===== src/include/spm_consts.vh =====
// Purpose: constants for the sleep/idle power-mode controller
// Assumes: 32-bit classic wishbone, 25 MHz system clock
// Notes:   definitions only
`ifndef SPM_CONSTS_VH
`define SPM_CONSTS_VH

// ****************************************************************
// register map (byte addresses, word index on adr[3:2])
// ****************************************************************
`define SPM_IDX_REGCTL       2'h0
`define SPM_IDX_DOZE         2'h1
`define SPM_IDX_STATUS       2'h2
`define SPM_IDX_CONFIG       2'h3

// regulator_control_reg fields
`define SPM_BIT_REG_PM       1
`define SPM_BIT_REG_RSVD     0
`define SPM_RST_REG_PM       1'b0

// doze_idle_control_reg fields
`define SPM_BIT_IDLE_SEL     7
`define SPM_BIT_DOZE_EN      6
`define SPM_BIT_ROI          5
`define SPM_BIT_DOE          4
`define SPM_MSB_DOZE_RATIO   2
`define SPM_RST_DOZE_RATIO   3'h0

// status fields
`define SPM_BIT_TO_FLAG      0
`define SPM_BIT_PD_FLAG      1
`define SPM_LSB_PSTATE       2
`define SPM_BIT_WDT_WAKE     4

// config fields
`define SPM_MSB_OSC_MODE     1
`define SPM_BIT_BOR_EN       2
`define SPM_BIT_WDT_SLP_EN   3
`define SPM_RST_CONFIG       8'h04

// oscillator modes
`define SPM_OSC_CRYSTAL      2'h0
`define SPM_OSC_EXT_CLK      2'h1
`define SPM_OSC_INT_OSC      2'h2

// power states on the encoded output
`define SPM_PS_RUN           2'h0
`define SPM_PS_IDLE          2'h1
`define SPM_PS_SLEEP         2'h2

// interrupt lines; line 0 is the clock-switch interrupt
`define SPM_IRQ_W            8
`define SPM_IRQ_CSW_MASK     8'hfe

// timing
`define SPM_CLK_MHZ          25
`define SPM_OST_PERIODS      1024
`define SPM_LP_STAB_NS       20000
`define SPM_CNT_W            11
`define SPM_ISR_VECTOR       16'h0004
`define SPM_PC_STEP          16'h0002

`endif


===== src/core/spm_ctrl.v =====
// Purpose: sleep / idle power-mode controller with wake sequencing
// Assumes: core signals share clk_i; ready inputs come from analog/pins
// Notes:   registers over classic wishbone, one wait state per access
//
// What this block does
// - sleep instruction with idle_select 0 enters full sleep.
// - sleep entry clears watchdog; it keeps counting only if sleep-enabled.
// - sleep entry clears power_down_flag and sets timeout_flag.
// - sleep stops the cpu clock; other oscillators keep running.
// - i/o ports hold their drive state while asleep.
// - sleep changes no reset source except the watchdog.
// - resets leave sleep by reset; any enabled non clock-switch interrupt wakes.
// - interrupt wakes only if its enable is set, whatever global enable.
// - sleep instruction prefetches the instruction at pc plus two.
// - interrupt wake without global enable resumes inline; with it, then isr call.
// - watchdog is cleared on every wake from sleep.
// - execution waits for flash, oscillator and brown-out readiness.
// - pending enabled interrupt makes sleep a no-op, flags untouched.
// - interrupt during sleep instruction completes it then wakes at once.
// - crystal modes add 1024 oscillator periods start-up on wake.
// - with global enable set the isr is called at vector 0004h.
// - regulator_power_mode set adds extra stabilization delay on wake.
// - idle_select 1 makes sleep enter idle; peripheral clocks run.
// - any enabled non clock-switch interrupt ends idle, idle_select kept; sleep re-enters idle.
// - recover_on_interrupt with doze on: idle interrupt restores full speed.
// - watchdog timeout in idle wakes, no reset, doze_enable unchanged.
// - sleep stops only system clock and its quarter; idle stops only the cpu clock.
// - isr entry with recover_on_interrupt clears doze_enable.
// - regulator_power_mode is bit 1 of regulator control, reset 0.
//
// Register access over Wishbone and the placing of the registers were decided locally.
`timescale 1ns/1ps
`include "spm_consts.vh"

module spm_ctrl
(
  input  wire                   clk_i,
  input  wire                   rst_i,
  // wishbone slave
  input  wire                   cyc_i,
  input  wire                   stb_i,
  input  wire                   we_i,
  input  wire [3:0]             adr_i,
  input  wire [3:0]             sel_i,
  input  wire [31:0]            dat_i,
  output reg  [31:0]            dat_o,
  output reg                    ack_o,
  // core side
  input  wire                   sleep_instr_i,
  input  wire [15:0]            pc_i,
  input  wire                   isr_enter_i,
  input  wire                   retfie_i,
  input  wire                   global_irq_enable_i,
  input  wire [`SPM_IRQ_W-1:0]  irq_flag_i,
  input  wire [`SPM_IRQ_W-1:0]  irq_enable_i,
  input  wire                   wdt_timeout_i,
  // readiness from outside the clock domain
  input  wire                   flash_ready_i,
  input  wire                   osc_ready_i,
  input  wire                   brownout_ready_i,
  // outputs
  output reg  [1:0]             power_state_o,
  output reg                    cpu_clk_en_o,
  output reg                    sysclk_en_o,
  output reg                    io_hold_o,
  output reg                    wdt_clear_o,
  output reg                    wdt_run_o,
  output reg                    wdt_reset_o,
  output reg                    prefetch_o,
  output reg  [15:0]            prefetch_addr_o,
  output reg                    resume_o,
  output reg                    isr_call_o,
  output reg  [15:0]            isr_vector_o,
  output reg                    lp_regulator_o,
  output reg                    doze_enable_o,
  output reg  [2:0]             doze_ratio_o,
  output reg                    power_down_flag_o,
  output reg                    timeout_flag_o
);

  // ****************************************************************
  // constants and state codes
  // ****************************************************************
  localparam integer OST_INT     = `SPM_OST_PERIODS - 1;
  localparam integer LP_STAB_CYC = (`SPM_LP_STAB_NS * `SPM_CLK_MHZ + 999) / 1000;
  localparam integer LP_INT      = LP_STAB_CYC - 1;
  localparam [`SPM_CNT_W-1:0] OST_CYC = OST_INT[`SPM_CNT_W-1:0];
  localparam [`SPM_CNT_W-1:0] LP_CYC  = LP_INT[`SPM_CNT_W-1:0];
  localparam [7:0]   CFG_RST     = `SPM_RST_CONFIG;   // named so its fields can be sliced
  localparam [2:0] ST_RUN   = 3'h0;
  localparam [2:0] ST_IDLE  = 3'h1;
  localparam [2:0] ST_SLEEP = 3'h2;
  localparam [2:0] ST_OST   = 3'h3;
  localparam [2:0] ST_STAB  = 3'h4;
  localparam [2:0] ST_READY = 3'h5;
  localparam [2:0] ST_WAKE  = 3'h6;
  // enabled interrupt that may wake, clock-switch excluded
  function wake_irq;
    input [`SPM_IRQ_W-1:0] flg;
    input [`SPM_IRQ_W-1:0] ena;
    begin
      wake_irq = |(flg & ena & `SPM_IRQ_CSW_MASK);
    end
  endfunction

  // ****************************************************************
  // state and register storage
  // ****************************************************************
  reg [2:0]             state, next_state;
  reg [`SPM_CNT_W-1:0]  cnt, next_cnt;
  reg [1:0]             osc_mode;
  reg                   reg_pm, idle_select, recover_on_interrupt, doe, bor_en, wdt_slp_en;
  reg                   wdt_wake, next_wdt_wake, next_doze, next_pd, next_to;
  reg                   next_wdt_clear, next_wdt_reset, next_resume, next_isr, idle_clr_doze;
  reg [2:0]             rdy_s1, rdy_s2, rdy_s3, rdy;
  wire pending  = wake_irq(irq_flag_i, irq_enable_i);
  wire wb_req   = cyc_i & stb_i & ~ack_o;
  wire wb_wr    = wb_req & we_i & sel_i[0];
  wire all_rdy  = rdy[0] & rdy[1] & (rdy[2] | ~bor_en);
  wire crystal  = (osc_mode == `SPM_OSC_CRYSTAL);

  // ****************************************************************
  // readiness synchronisers
  // ****************************************************************
  // three stages; a change counts once stages two and three agree,
  // so a single-cycle glitch on a ready line never starts the core
  always @(posedge clk_i)
  begin
    if (rst_i)
    begin
      rdy_s1 <= 3'h0;
      rdy_s2 <= 3'h0;
      rdy_s3 <= 3'h0;
      rdy    <= 3'h0;
    end
    else
    begin
      rdy_s1 <= {brownout_ready_i, osc_ready_i, flash_ready_i};
      rdy_s2 <= rdy_s1;
      rdy_s3 <= rdy_s2;
      rdy    <= (rdy_s2 & rdy_s3) | (rdy & (rdy_s2 | rdy_s3));
    end
  end

  // ****************************************************************
  // power sequencer
  // ****************************************************************
  // next-state and event decode
  always @*
  begin
    next_state     = state;
    next_cnt       = cnt;
    next_pd        = power_down_flag_o;
    next_to        = timeout_flag_o;
    next_wdt_clear = 1'b0;
    next_wdt_reset = 1'b0;
    next_resume    = 1'b0;
    next_isr       = 1'b0;
    next_wdt_wake  = wdt_wake;
    idle_clr_doze  = 1'b0;
    case (state)
      ST_RUN:
      begin
        // an enabled flag already up turns sleep into a no-op
        if (sleep_instr_i && !pending)
        begin
          next_pd       = 1'b0;
          next_to       = 1'b1;
          next_wdt_wake = 1'b0;
          if (idle_select)
            next_state = ST_IDLE;
          else
          begin
            next_state     = ST_SLEEP;
            next_wdt_clear = 1'b1;
          end
        end
      end
      ST_IDLE:
      begin
        if (pending)
        begin
          next_state    = ST_WAKE;
          idle_clr_doze = recover_on_interrupt;
        end
        else if (wdt_timeout_i)
        begin
          next_state    = ST_WAKE;
          next_wdt_wake = 1'b1;
        end
      end
      ST_SLEEP:
      begin
        // interrupt arriving after the instruction wakes at once
        if (pending)
        begin
          next_wdt_clear = 1'b1;
          next_cnt       = crystal ? OST_CYC : LP_CYC;
          if (crystal)
            next_state = ST_OST;
          else if (reg_pm)
            next_state = ST_STAB;
          else
            next_state = ST_READY;
        end
        else if (wdt_timeout_i && wdt_slp_en)
          next_wdt_reset = 1'b1;
      end
      ST_OST:
      begin
        if (cnt == {`SPM_CNT_W{1'b0}})
        begin
          next_cnt   = LP_CYC;
          next_state = reg_pm ? ST_STAB : ST_READY;
        end
        else
          next_cnt = cnt - 1'b1;
      end
      ST_STAB:
      begin
        if (cnt == {`SPM_CNT_W{1'b0}})
          next_state = ST_READY;
        else
          next_cnt = cnt - 1'b1;
      end
      ST_READY:
      begin
        if (all_rdy)
          next_state = ST_WAKE;
      end
      ST_WAKE:
      begin
        next_state  = ST_RUN;
        next_resume = 1'b1;
        // watchdog wake is no interrupt, so no vectoring
        next_isr    = global_irq_enable_i & ~wdt_wake;
      end
      default:
        next_state = ST_RUN;
    endcase
  end

  // sequencer registers and core-facing outputs
  always @(posedge clk_i)
  begin
    if (rst_i)
    begin
      state             <= ST_RUN;
      cnt               <= {`SPM_CNT_W{1'b0}};
      wdt_wake          <= 1'b0;
      power_down_flag_o <= 1'b1;
      timeout_flag_o    <= 1'b1;
      wdt_clear_o       <= 1'b0;
      wdt_reset_o       <= 1'b0;
      resume_o          <= 1'b0;
      isr_call_o        <= 1'b0;
      isr_vector_o      <= 16'h0000;
      prefetch_o        <= 1'b0;
      prefetch_addr_o   <= 16'h0000;
      power_state_o     <= `SPM_PS_RUN;
      cpu_clk_en_o      <= 1'b1;
      sysclk_en_o       <= 1'b1;
      io_hold_o         <= 1'b0;
      wdt_run_o         <= 1'b1;
    end
    else
    begin
      state             <= next_state;
      cnt               <= next_cnt;
      wdt_wake          <= next_wdt_wake;
      power_down_flag_o <= next_pd;
      timeout_flag_o    <= next_to;
      wdt_clear_o       <= next_wdt_clear;
      wdt_reset_o       <= next_wdt_reset;
      resume_o          <= next_resume;
      isr_call_o        <= next_isr;
      isr_vector_o      <= next_isr ? `SPM_ISR_VECTOR : 16'h0000;
      // fetch the next word while sleep executes
      prefetch_o        <= sleep_instr_i & (state == ST_RUN);
      if (sleep_instr_i && state == ST_RUN)
        prefetch_addr_o <= pc_i + `SPM_PC_STEP;
      // run, idle, or sleep; the wake step keeps whichever of idle or sleep came before
      case (next_state)
        ST_RUN:  power_state_o <= `SPM_PS_RUN;
        ST_IDLE: power_state_o <= `SPM_PS_IDLE;
        ST_WAKE: power_state_o <= power_state_o;
        default: power_state_o <= `SPM_PS_SLEEP;
      endcase
      cpu_clk_en_o <= (next_state == ST_RUN);
      // only the system clock and its quarter stop; other sources are
      // not gated here, so peripherals on them keep running
      sysclk_en_o  <= (next_state == ST_RUN) || (next_state == ST_IDLE)
                      || (next_state == ST_WAKE && state == ST_IDLE);
      io_hold_o    <= (next_state != ST_RUN) && (next_state != ST_IDLE)
                      && !(next_state == ST_WAKE && state == ST_IDLE);
      // watchdog keeps counting in sleep only when enabled for it
      wdt_run_o    <= (next_state == ST_SLEEP) ? wdt_slp_en : 1'b1;
    end
  end

  // ****************************************************************
  // doze control
  // ****************************************************************
  // software write first, then hardware clear, then hardware set,
  // so a hardware event in the same cycle always wins
  always @*
  begin
    next_doze = doze_enable_o;
    if (wb_wr && adr_i[3:2] == `SPM_IDX_DOZE)
      next_doze = dat_i[`SPM_BIT_DOZE_EN];
    if ((isr_enter_i && recover_on_interrupt) || idle_clr_doze)
      next_doze = 1'b0;
    if (retfie_i && doe)
      next_doze = 1'b1;
  end

  // ****************************************************************
  // wishbone slave and registers
  // ****************************************************************
  // one wait state: ack one cycle after the request, dropped after
  always @(posedge clk_i)
  begin
    if (rst_i)
    begin
      ack_o          <= 1'b0;
      dat_o          <= 32'h0000_0000;
      reg_pm         <= `SPM_RST_REG_PM;
      idle_select    <= 1'b0;
      recover_on_interrupt            <= 1'b0;
      doe            <= 1'b0;
      doze_enable_o  <= 1'b0;
      doze_ratio_o   <= `SPM_RST_DOZE_RATIO;
      osc_mode       <= CFG_RST[`SPM_MSB_OSC_MODE:0];
      bor_en         <= CFG_RST[`SPM_BIT_BOR_EN];
      wdt_slp_en     <= CFG_RST[`SPM_BIT_WDT_SLP_EN];
      lp_regulator_o <= 1'b0;
    end
    else
    begin
      ack_o          <= wb_req;
      doze_enable_o  <= next_doze;
      lp_regulator_o <= reg_pm & (state == ST_SLEEP);
      if (wb_wr)
      begin
        case (adr_i[3:2])
          `SPM_IDX_REGCTL:
            reg_pm <= dat_i[`SPM_BIT_REG_PM];
          `SPM_IDX_DOZE:
          begin
            // hardware never touches idle_select
            idle_select  <= dat_i[`SPM_BIT_IDLE_SEL];
            recover_on_interrupt          <= dat_i[`SPM_BIT_ROI];
            doe          <= dat_i[`SPM_BIT_DOE];
            doze_ratio_o <= dat_i[`SPM_MSB_DOZE_RATIO:0];
          end
          `SPM_IDX_CONFIG:
          begin
            osc_mode   <= dat_i[`SPM_MSB_OSC_MODE:0];
            bor_en     <= dat_i[`SPM_BIT_BOR_EN];
            wdt_slp_en <= dat_i[`SPM_BIT_WDT_SLP_EN];
          end
          default:
            reg_pm <= reg_pm;
        endcase
      end
      // read data is captured with the ack; other times zero
      dat_o <= 32'h0000_0000;
      if (wb_req && !we_i)
      begin
        case (adr_i[3:2])
          `SPM_IDX_REGCTL:
          begin
            dat_o[`SPM_BIT_REG_PM]   <= reg_pm;
            dat_o[`SPM_BIT_REG_RSVD] <= 1'b1;
          end
          `SPM_IDX_DOZE:
          begin
            dat_o[`SPM_BIT_IDLE_SEL]       <= idle_select;
            dat_o[`SPM_BIT_DOZE_EN]        <= doze_enable_o;
            dat_o[`SPM_BIT_ROI]            <= recover_on_interrupt;
            dat_o[`SPM_BIT_DOE]            <= doe;
            dat_o[`SPM_MSB_DOZE_RATIO:0]   <= doze_ratio_o;
          end
          `SPM_IDX_STATUS:
          begin
            dat_o[`SPM_BIT_TO_FLAG]                       <= timeout_flag_o;
            dat_o[`SPM_BIT_PD_FLAG]                       <= power_down_flag_o;
            dat_o[`SPM_LSB_PSTATE+1:`SPM_LSB_PSTATE]      <= power_state_o;
            dat_o[`SPM_BIT_WDT_WAKE]                      <= wdt_wake;
          end
          default:
          begin
            dat_o[`SPM_MSB_OSC_MODE:0]     <= osc_mode;
            dat_o[`SPM_BIT_BOR_EN]         <= bor_en;
            dat_o[`SPM_BIT_WDT_SLP_EN]     <= wdt_slp_en;
          end
        endcase
      end
    end
  end
endmodule // spm_ctrl


===== config.mk =====
export PLATFORM = sky130hd
export DESIGN_NAME = spm_ctrl
export DESIGN_NICKNAME = d
export VERILOG_FILES = /design/src/core/spm_ctrl.v
export VERILOG_INCLUDE_DIRS = /design/src /design/src/include
export SDC_FILE = /design/constraint.sdc
export NUM_CORES = 1
export LEC_CHECK = 0
export ABC_CLOCK_PERIOD_IN_PS = 3100
export BUFFER_PORTS_ARGS = -buffer_cell sky130_fd_sc_hd__buf_2
export CAP_MARGIN = 20
export CORE_UTILIZATION = 28
export CTS_BUF_LIST = sky130_fd_sc_hd__clkbuf_16
export DETAILED_ROUTE_END_ITERATION = 6
export PLACE_DENSITY_LB_ADDON = 0.25
export SLEW_MARGIN = 20
export SYNTH_ARGS = -nofsm -noshare
export SYNTH_HDL_FRONTEND = slang
export SYNTH_SLANG_ARGS = --single-unit

===== constraint.sdc =====
create_clock -name clk_i -period 3.1 [get_ports clk_i]
set_input_delay 0.775 -clock clk_i [delete_from_list [all_inputs] [get_ports clk_i]]
set_output_delay 0.775 -clock clk_i [all_outputs]
set_load 0.005 [all_outputs]

-- Word level (Yosys, flattened, before mapping)
Cells that the tools add are included.
- register bits: 117
- output and inout bits: 83
- word-level logic and storage cells: 151
- bitwise gates (word level): 22
- equal/unequal tests: 18
- multiplexer cells: 38
- add/subtract/negate cells: 2
- reduce and logical (&&, ||, !) cells: 37
- operators with widths (cell ; number):
    $mux 11 ; 3
    $pmux 11 s3 ; 1
    $mux 3 ; 9
    $pmux 3 s6 ; 1
    $add 16x2->16 const B ; 1
    $mux 1 ; 15
    $eq 3x3->1 const B ; 4
    $pmux 2 s3 ; 2
    $logic_not 11->1 ; 1
    $sub 11x1->11 const B ; 1
    $logic_and 1x1->1 ; 10
    $mux 10 ; 1
    $ne 2x2->1 const B ; 5
    $and 1x1->1 ; 9
    $eq 3x2->1 const B ; 3
    $reduce_bool 3->1 ; 3
    $reduce_or 9->1 ; 1
    $and 8x8->8 ; 1
    $pmux 1 s2 ; 4
    $reduce_and 2->1 ; 4
    $not 1->1 ; 7
    $reduce_or 7->1 ; 1
    $and 3x3->3 ; 2
    $eq 3x1->1 const B ; 2
    other kinds (16) ; 26

-- Longest topological paths before layout
- word-level depth: 10
- depth in mapped cells: 9
- gate-level depth less buffers: 8

-- Worst setup path after synthesis
OpenSTA, ideal clock, no wires.
- path kind: in2reg
- start: in irq_flag_i[1]
- end: reg power_state_o[1]
- arrival: 2.347 ns
- buffers on the path: 0
- setup slack: 0.619 ns
- stages on the path: 6
- cells stage by stage: a222oi_1 nand3_1 o21a_1 or4_4 a21oi_4 a311oi_2
- cells in the longest elaborated chain, start to end: 8
- RTL lines (item ; RTL line ; source):
    start, declared ; spm_ctrl.v:54 ; input wire [`SPM_IRQ_W-1:0] irq_flag_i,
    $and 8x8->8 * ; spm_ctrl.v:102 ; wake_irq = |(flg & ena & `SPM_IRQ_CSW_MASK);
    $reduce_or 7->1 * ; spm_ctrl.v:102 ;
    $logic_not 1->1 ; spm_ctrl.v:165 ; if (sleep_instr_i && !pending)
    $logic_and 1x1->1 ; spm_ctrl.v:165 ;
    $mux 3 ; spm_ctrl.v:165 ;
    $pmux 3 s6 * ; spm_ctrl.v:161 ; case (state)
    $eq 3x3->1, or another cell as far along ; spm_ctrl.v:283 ; case (next_state)
    $pmux 2 s3 ; spm_ctrl.v:283 ;
    end signal, assigned ; spm_ctrl.v:284 ; ST_RUN: power_state_o <= `SPM_PS_RUN;
    end signal, assigned ; spm_ctrl.v:285 ; ST_IDLE: power_state_o <= `SPM_PS_IDLE;
    end signal, assigned ; spm_ctrl.v:286 ; ST_WAKE: power_state_o <= power_state_o;
    end, declared ; spm_ctrl.v:62 ; output reg [1:0] power_state_o,
Mark *: on every way between the ends. The rest lies on a longest branch, timed or not.
A chain may end at the register's enable or synchronous reset.

-- Worst setup path after layout
- start: reg cnt[0]
- end: reg io_hold_o
- cells in the longest elaborated chain, start to end: 7
- RTL lines (item ; RTL line ; source):
    start, declared ; spm_ctrl.v:110 ; reg [`SPM_CNT_W-1:0] cnt, next_cnt;
    start signal, assigned ; spm_ctrl.v:249 ; cnt <= {`SPM_CNT_W{1'b0}};
    start signal, assigned ; spm_ctrl.v:269 ; cnt <= next_cnt;
    $logic_not 11->1 * ; spm_ctrl.v:211, spm_ctrl.v:221 ;
    $mux 3 (on tied branches) ; spm_ctrl.v:221, spm_ctrl.v:211 ;
    $pmux 3 s6 * ; spm_ctrl.v:161 ;
    $eq 3x3->1 ; spm_ctrl.v:295 ; && !(next_state == ST_WAKE && state == ST_IDLE);
    $logic_and 1x1->1 ; spm_ctrl.v:295 ;
    $logic_not 1->1 ; spm_ctrl.v:295 ;
    $logic_and 1x1->1 * ; spm_ctrl.v:295 ;
    end signal, assigned ; spm_ctrl.v:294 ; io_hold_o <= (next_state != ST_RUN) && (next_state != ST_IDLE)
    end, declared ; spm_ctrl.v:65 ; output reg io_hold_o,
Marks and branches as above.

==> impl_metrics.toml <==
[sta]
period_share_pct = 80.14
slew_violations = 0
setup_tns_ns = 0
relSlewSlack_pct = 50.07
rsz0062_at_grt = "no"
maxClockFrequency_mhz = 402.5
worstMarginPinSlew_ns = 0.7490
hold_viol_final = 0
setup_viol = 0
fin_skew_ns = 0.01050
period_minus_slack_ns = 2.484

[clocking]
clkTransAtPathRegs_ns = 0.06
cts_root_buffer = "clkbuf_16"
cts_tree = "yes"
clk_path_buf_depth = 2
post_cts_resized = 0
clkLatencyLatePin_ns = 0.34
h-tree-depth = 3
hold_buffers = 0
cts_sinks = 77
numCtsBuffers = 9
cts_setup_buffers = 0

[placed_design]
hpwl_mm = 6.290
gp_congestion = 0.7895
io_buffers = 96

[critical_path]
rr_endpoint = "io_hold_o$_SDFF_PP0_"
critical_path.slowest_cell = "or4_4"
cp_num_buf_inv = 1
cp_max_fo = 7
crit_chain = "inv_1 -> ha_1 -> or3b_1 -> nor3b_4 -> o22ai_1 -> or4_4 -> a21oi_4 -> nor3_1"
cp.depth = 8
critical_path.startpoint = "cnt[0]$_SDFFE_PP0P_"
end_kind = "flip-flop"
critPathCapture = "io_hold_o$_SDFF_PP0_"
reg2reg_setup_slack_ns = 0.62
startpoint_type = "flip-flop"
critPathKind = "flip-flop to flip-flop"
worstReg2RegStart = "cnt[0]$_SDFFE_PP0P_"
critPathTopFamily = "simple AND/OR/NAND/NOR gates"
cp.required_ns = 3.30
critPathMaxStageDelay_ns = 0.56
crit_arrival_ns = 2.69
reg2reg_depth = 8

[yosys]
yosysTopAreaCell = "dfxtp_1"
synth_top_family_by_area = "simple AND/OR/NAND/NOR gates"
synth_fa_ha_area_share_pct = 2.396
synthDistinctLibCells = 52
ys_top_cells_by_area = "dfxtp_1, buf_4, a21oi_1, nor2_1, nand2_1"
synth_xor_area_share_pct = 2.636
synth_area_um2 = 3655
synth_common_cells = "dfxtp_1, buf_4, nor2_1"
yosysWarnings = 0
synthFlopType = "dfxtp_1"
synth.most_common_cell = "dfxtp_1"
synth_edf_count = 0
ys_seq_elements = 77
synth.avg_cell_area_um2 = 8.539
yosysSeqAreaShare_pct = 42.18
syn-instance-count = 428
yosysTopAreaCellShare_pct = 42.18
synth-simple-area-share_pct = 23.59
synthArstFlopShare_pct = 0
synth_compound_area_share_pct = 16.84
synth.area.mux_share_pct = 0.5478

[drt]
drtAntennaViolNets = 0
num_vias = 3152
route.detailed.drc = 3
drt_iter0_markers = 196
via_per_inst = 4.535
wl_per_cell_um = 12.32
drt_first_pass_iters = 7
wirelength_mm = 8.560

[job]
drv_cap = 0

[run_status]
violations = "DRC"
status = "finished with violations"

[hold_path]
hold_class = "flip-flop to flip-flop"
hold_depth = 1

[power]
p_per_area_nw_per_um2 = 799.6
vdd_drop_max_v = 0.0003325
cellLeakagePower_uw = 0.001904

[global_route]
grt_pass1_wl_mm = 13.46
grt_pass1_vias = 2730
track_usage_pct = 12.88
grt_max_degree = 33
antenna_found_initial = 0
grt_overflow = 0

[floorplanning]
placementRows = 41
fp.dieW_um = 116.3
die_area_um2 = 13510
core_area_um2 = 12670
start_util_pct = 28.84
boundaryPins = 168
die_h_um = 116.3

[final_layout]
diodes = 0
nets = 610
fin_util_pct = 35.09
syn2layout_area_growth_pct = 21.67
fillers = 1335
drive_above_1_share_pct = 23.90
[where the power goes]
part / total (uW) / switching, uW / internal, uW
Sequential: 1320 / 152 / 1170
Clock: 1020 / 406 / 617
Combinational: 1210 / 696 / 518
[per-layer routing]
metal | track usage [%] | up-vias | routed length, um
met3 | 3.736 | 10 | 469
met4 | 4.872 | 0 | 125
met2 | 20.00 | 106 | 3787
met5 | 0 | - | 0
li1 | - | 1611 | -
met1 | 16.82 | 1425 | 4178
[worst register-to-register path, delay by kind of cell (launching register included)]
kind / cells / cell delay (ns)
AO/OA/AOI/OAI: 2 / 0.32
adder cells (fa/ha/maj): 1 / 0.18
flip-flops: 1 / 0.33
AND/OR/NAND/NOR: 4 / 1.46
buffers and inverters: 1 / 0.07
[metrics by stage]
step | cells | total power, uW | cell area, um2 | setup WS [ns] | hold WS, ns
after floorplan | 466 | 2239 | 3797 | 0.6188 | 0.4138
after global placement | 679 | 2521 | 4158 | 0.4041 | 0.4276
after detailed placement | 679 | 2554 | 4158 | 0.4285 | 0.4313
after CTS | 695 | 3593 | 4447 | 0.6148 | 0.4465
after global routing | 695 | 3802 | 4447 | 0.4881 | 0.4569
final | 695 | 3556 | 4447 | 0.6157 | 0.4439
[cell usage in the layout, fill, tap and decap left out, types with 9 or more instances in the layout]
cell	Yosys	routed
a211oi_1	16	16
a21oi_1	33	33
buf_2	0	96
clkbuf_16	0	9
conb_1	2	40
dfxtp_1	77	77
inv_1	12	12
nand2_1	35	35
nand3_1	18	18
nor2_1	41	41
nor2b_1	11	11
nor3_1	12	12
o21ai_0	15	15
[layout make-up]
cell class / count / area, um2 / share of cell area (%)
Clock buffer: 9 / 225.2 / 5.065
Clock inverter: 7 / 63.81 / 1.435
Inverter: 12 / 45.04 / 1.013
Multi-Input combinational cell: 317 / 1838 / 41.33
Sequential cell: 77 / 1541 / 34.67
Tap cell: 172 / 215.2 / 4.840
Timing Repair Buffer: 101 / 518.0 / 11.65
[cell families (layout without fill, tap and decap cells)]
kind of cell | count (synthesis) | after routing
muxes | 2 | 2
AOI/OAI and AO/OA | 93 | 93
DFF | 77 | 77
adders and majority gates | 7 | 7
and+or+nand+nor | 164 | 164
xor gates and xnor gates | 11 | 11
other | 2 | 40
buffers and inverters | 72 | 129
[registers in the layout (all words and copies together), names as in the netlist, 3 cells and up]
register	cells
rdy_s1	3
rdy_s3	3
doze_ratio_o	3
rdy_s2	3
prefetch_addr_o	16
dat_o	8
cnt	11
state	3
rdy	3
[worst min-delay path by stage]
stage	startpoint	endpoint	slack [ns]
after detailed placement	rdy_s1[1]$_SDFF_PP0_	rdy_s2[1]$_SDFF_PP0_	0.43
final	rdy_s1[1]$_SDFF_PP0_	rdy_s2[1]$_SDFF_PP0_	0.44
after global routing	rdy_s1[0]$_SDFF_PP0_	rdy_s2[0]$_SDFF_PP0_	0.46
after floorplan	rdy_s1[0]$_SDFF_PP0_	rdy_s2[0]$_SDFF_PP0_	0.41
after CTS	rdy_s1[1]$_SDFF_PP0_	rdy_s2[1]$_SDFF_PP0_	0.45
after global placement	rdy_s1[1]$_SDFF_PP0_	rdy_s2[1]$_SDFF_PP0_	0.43
Note: power is estimated with default switching activity, not from simulation.
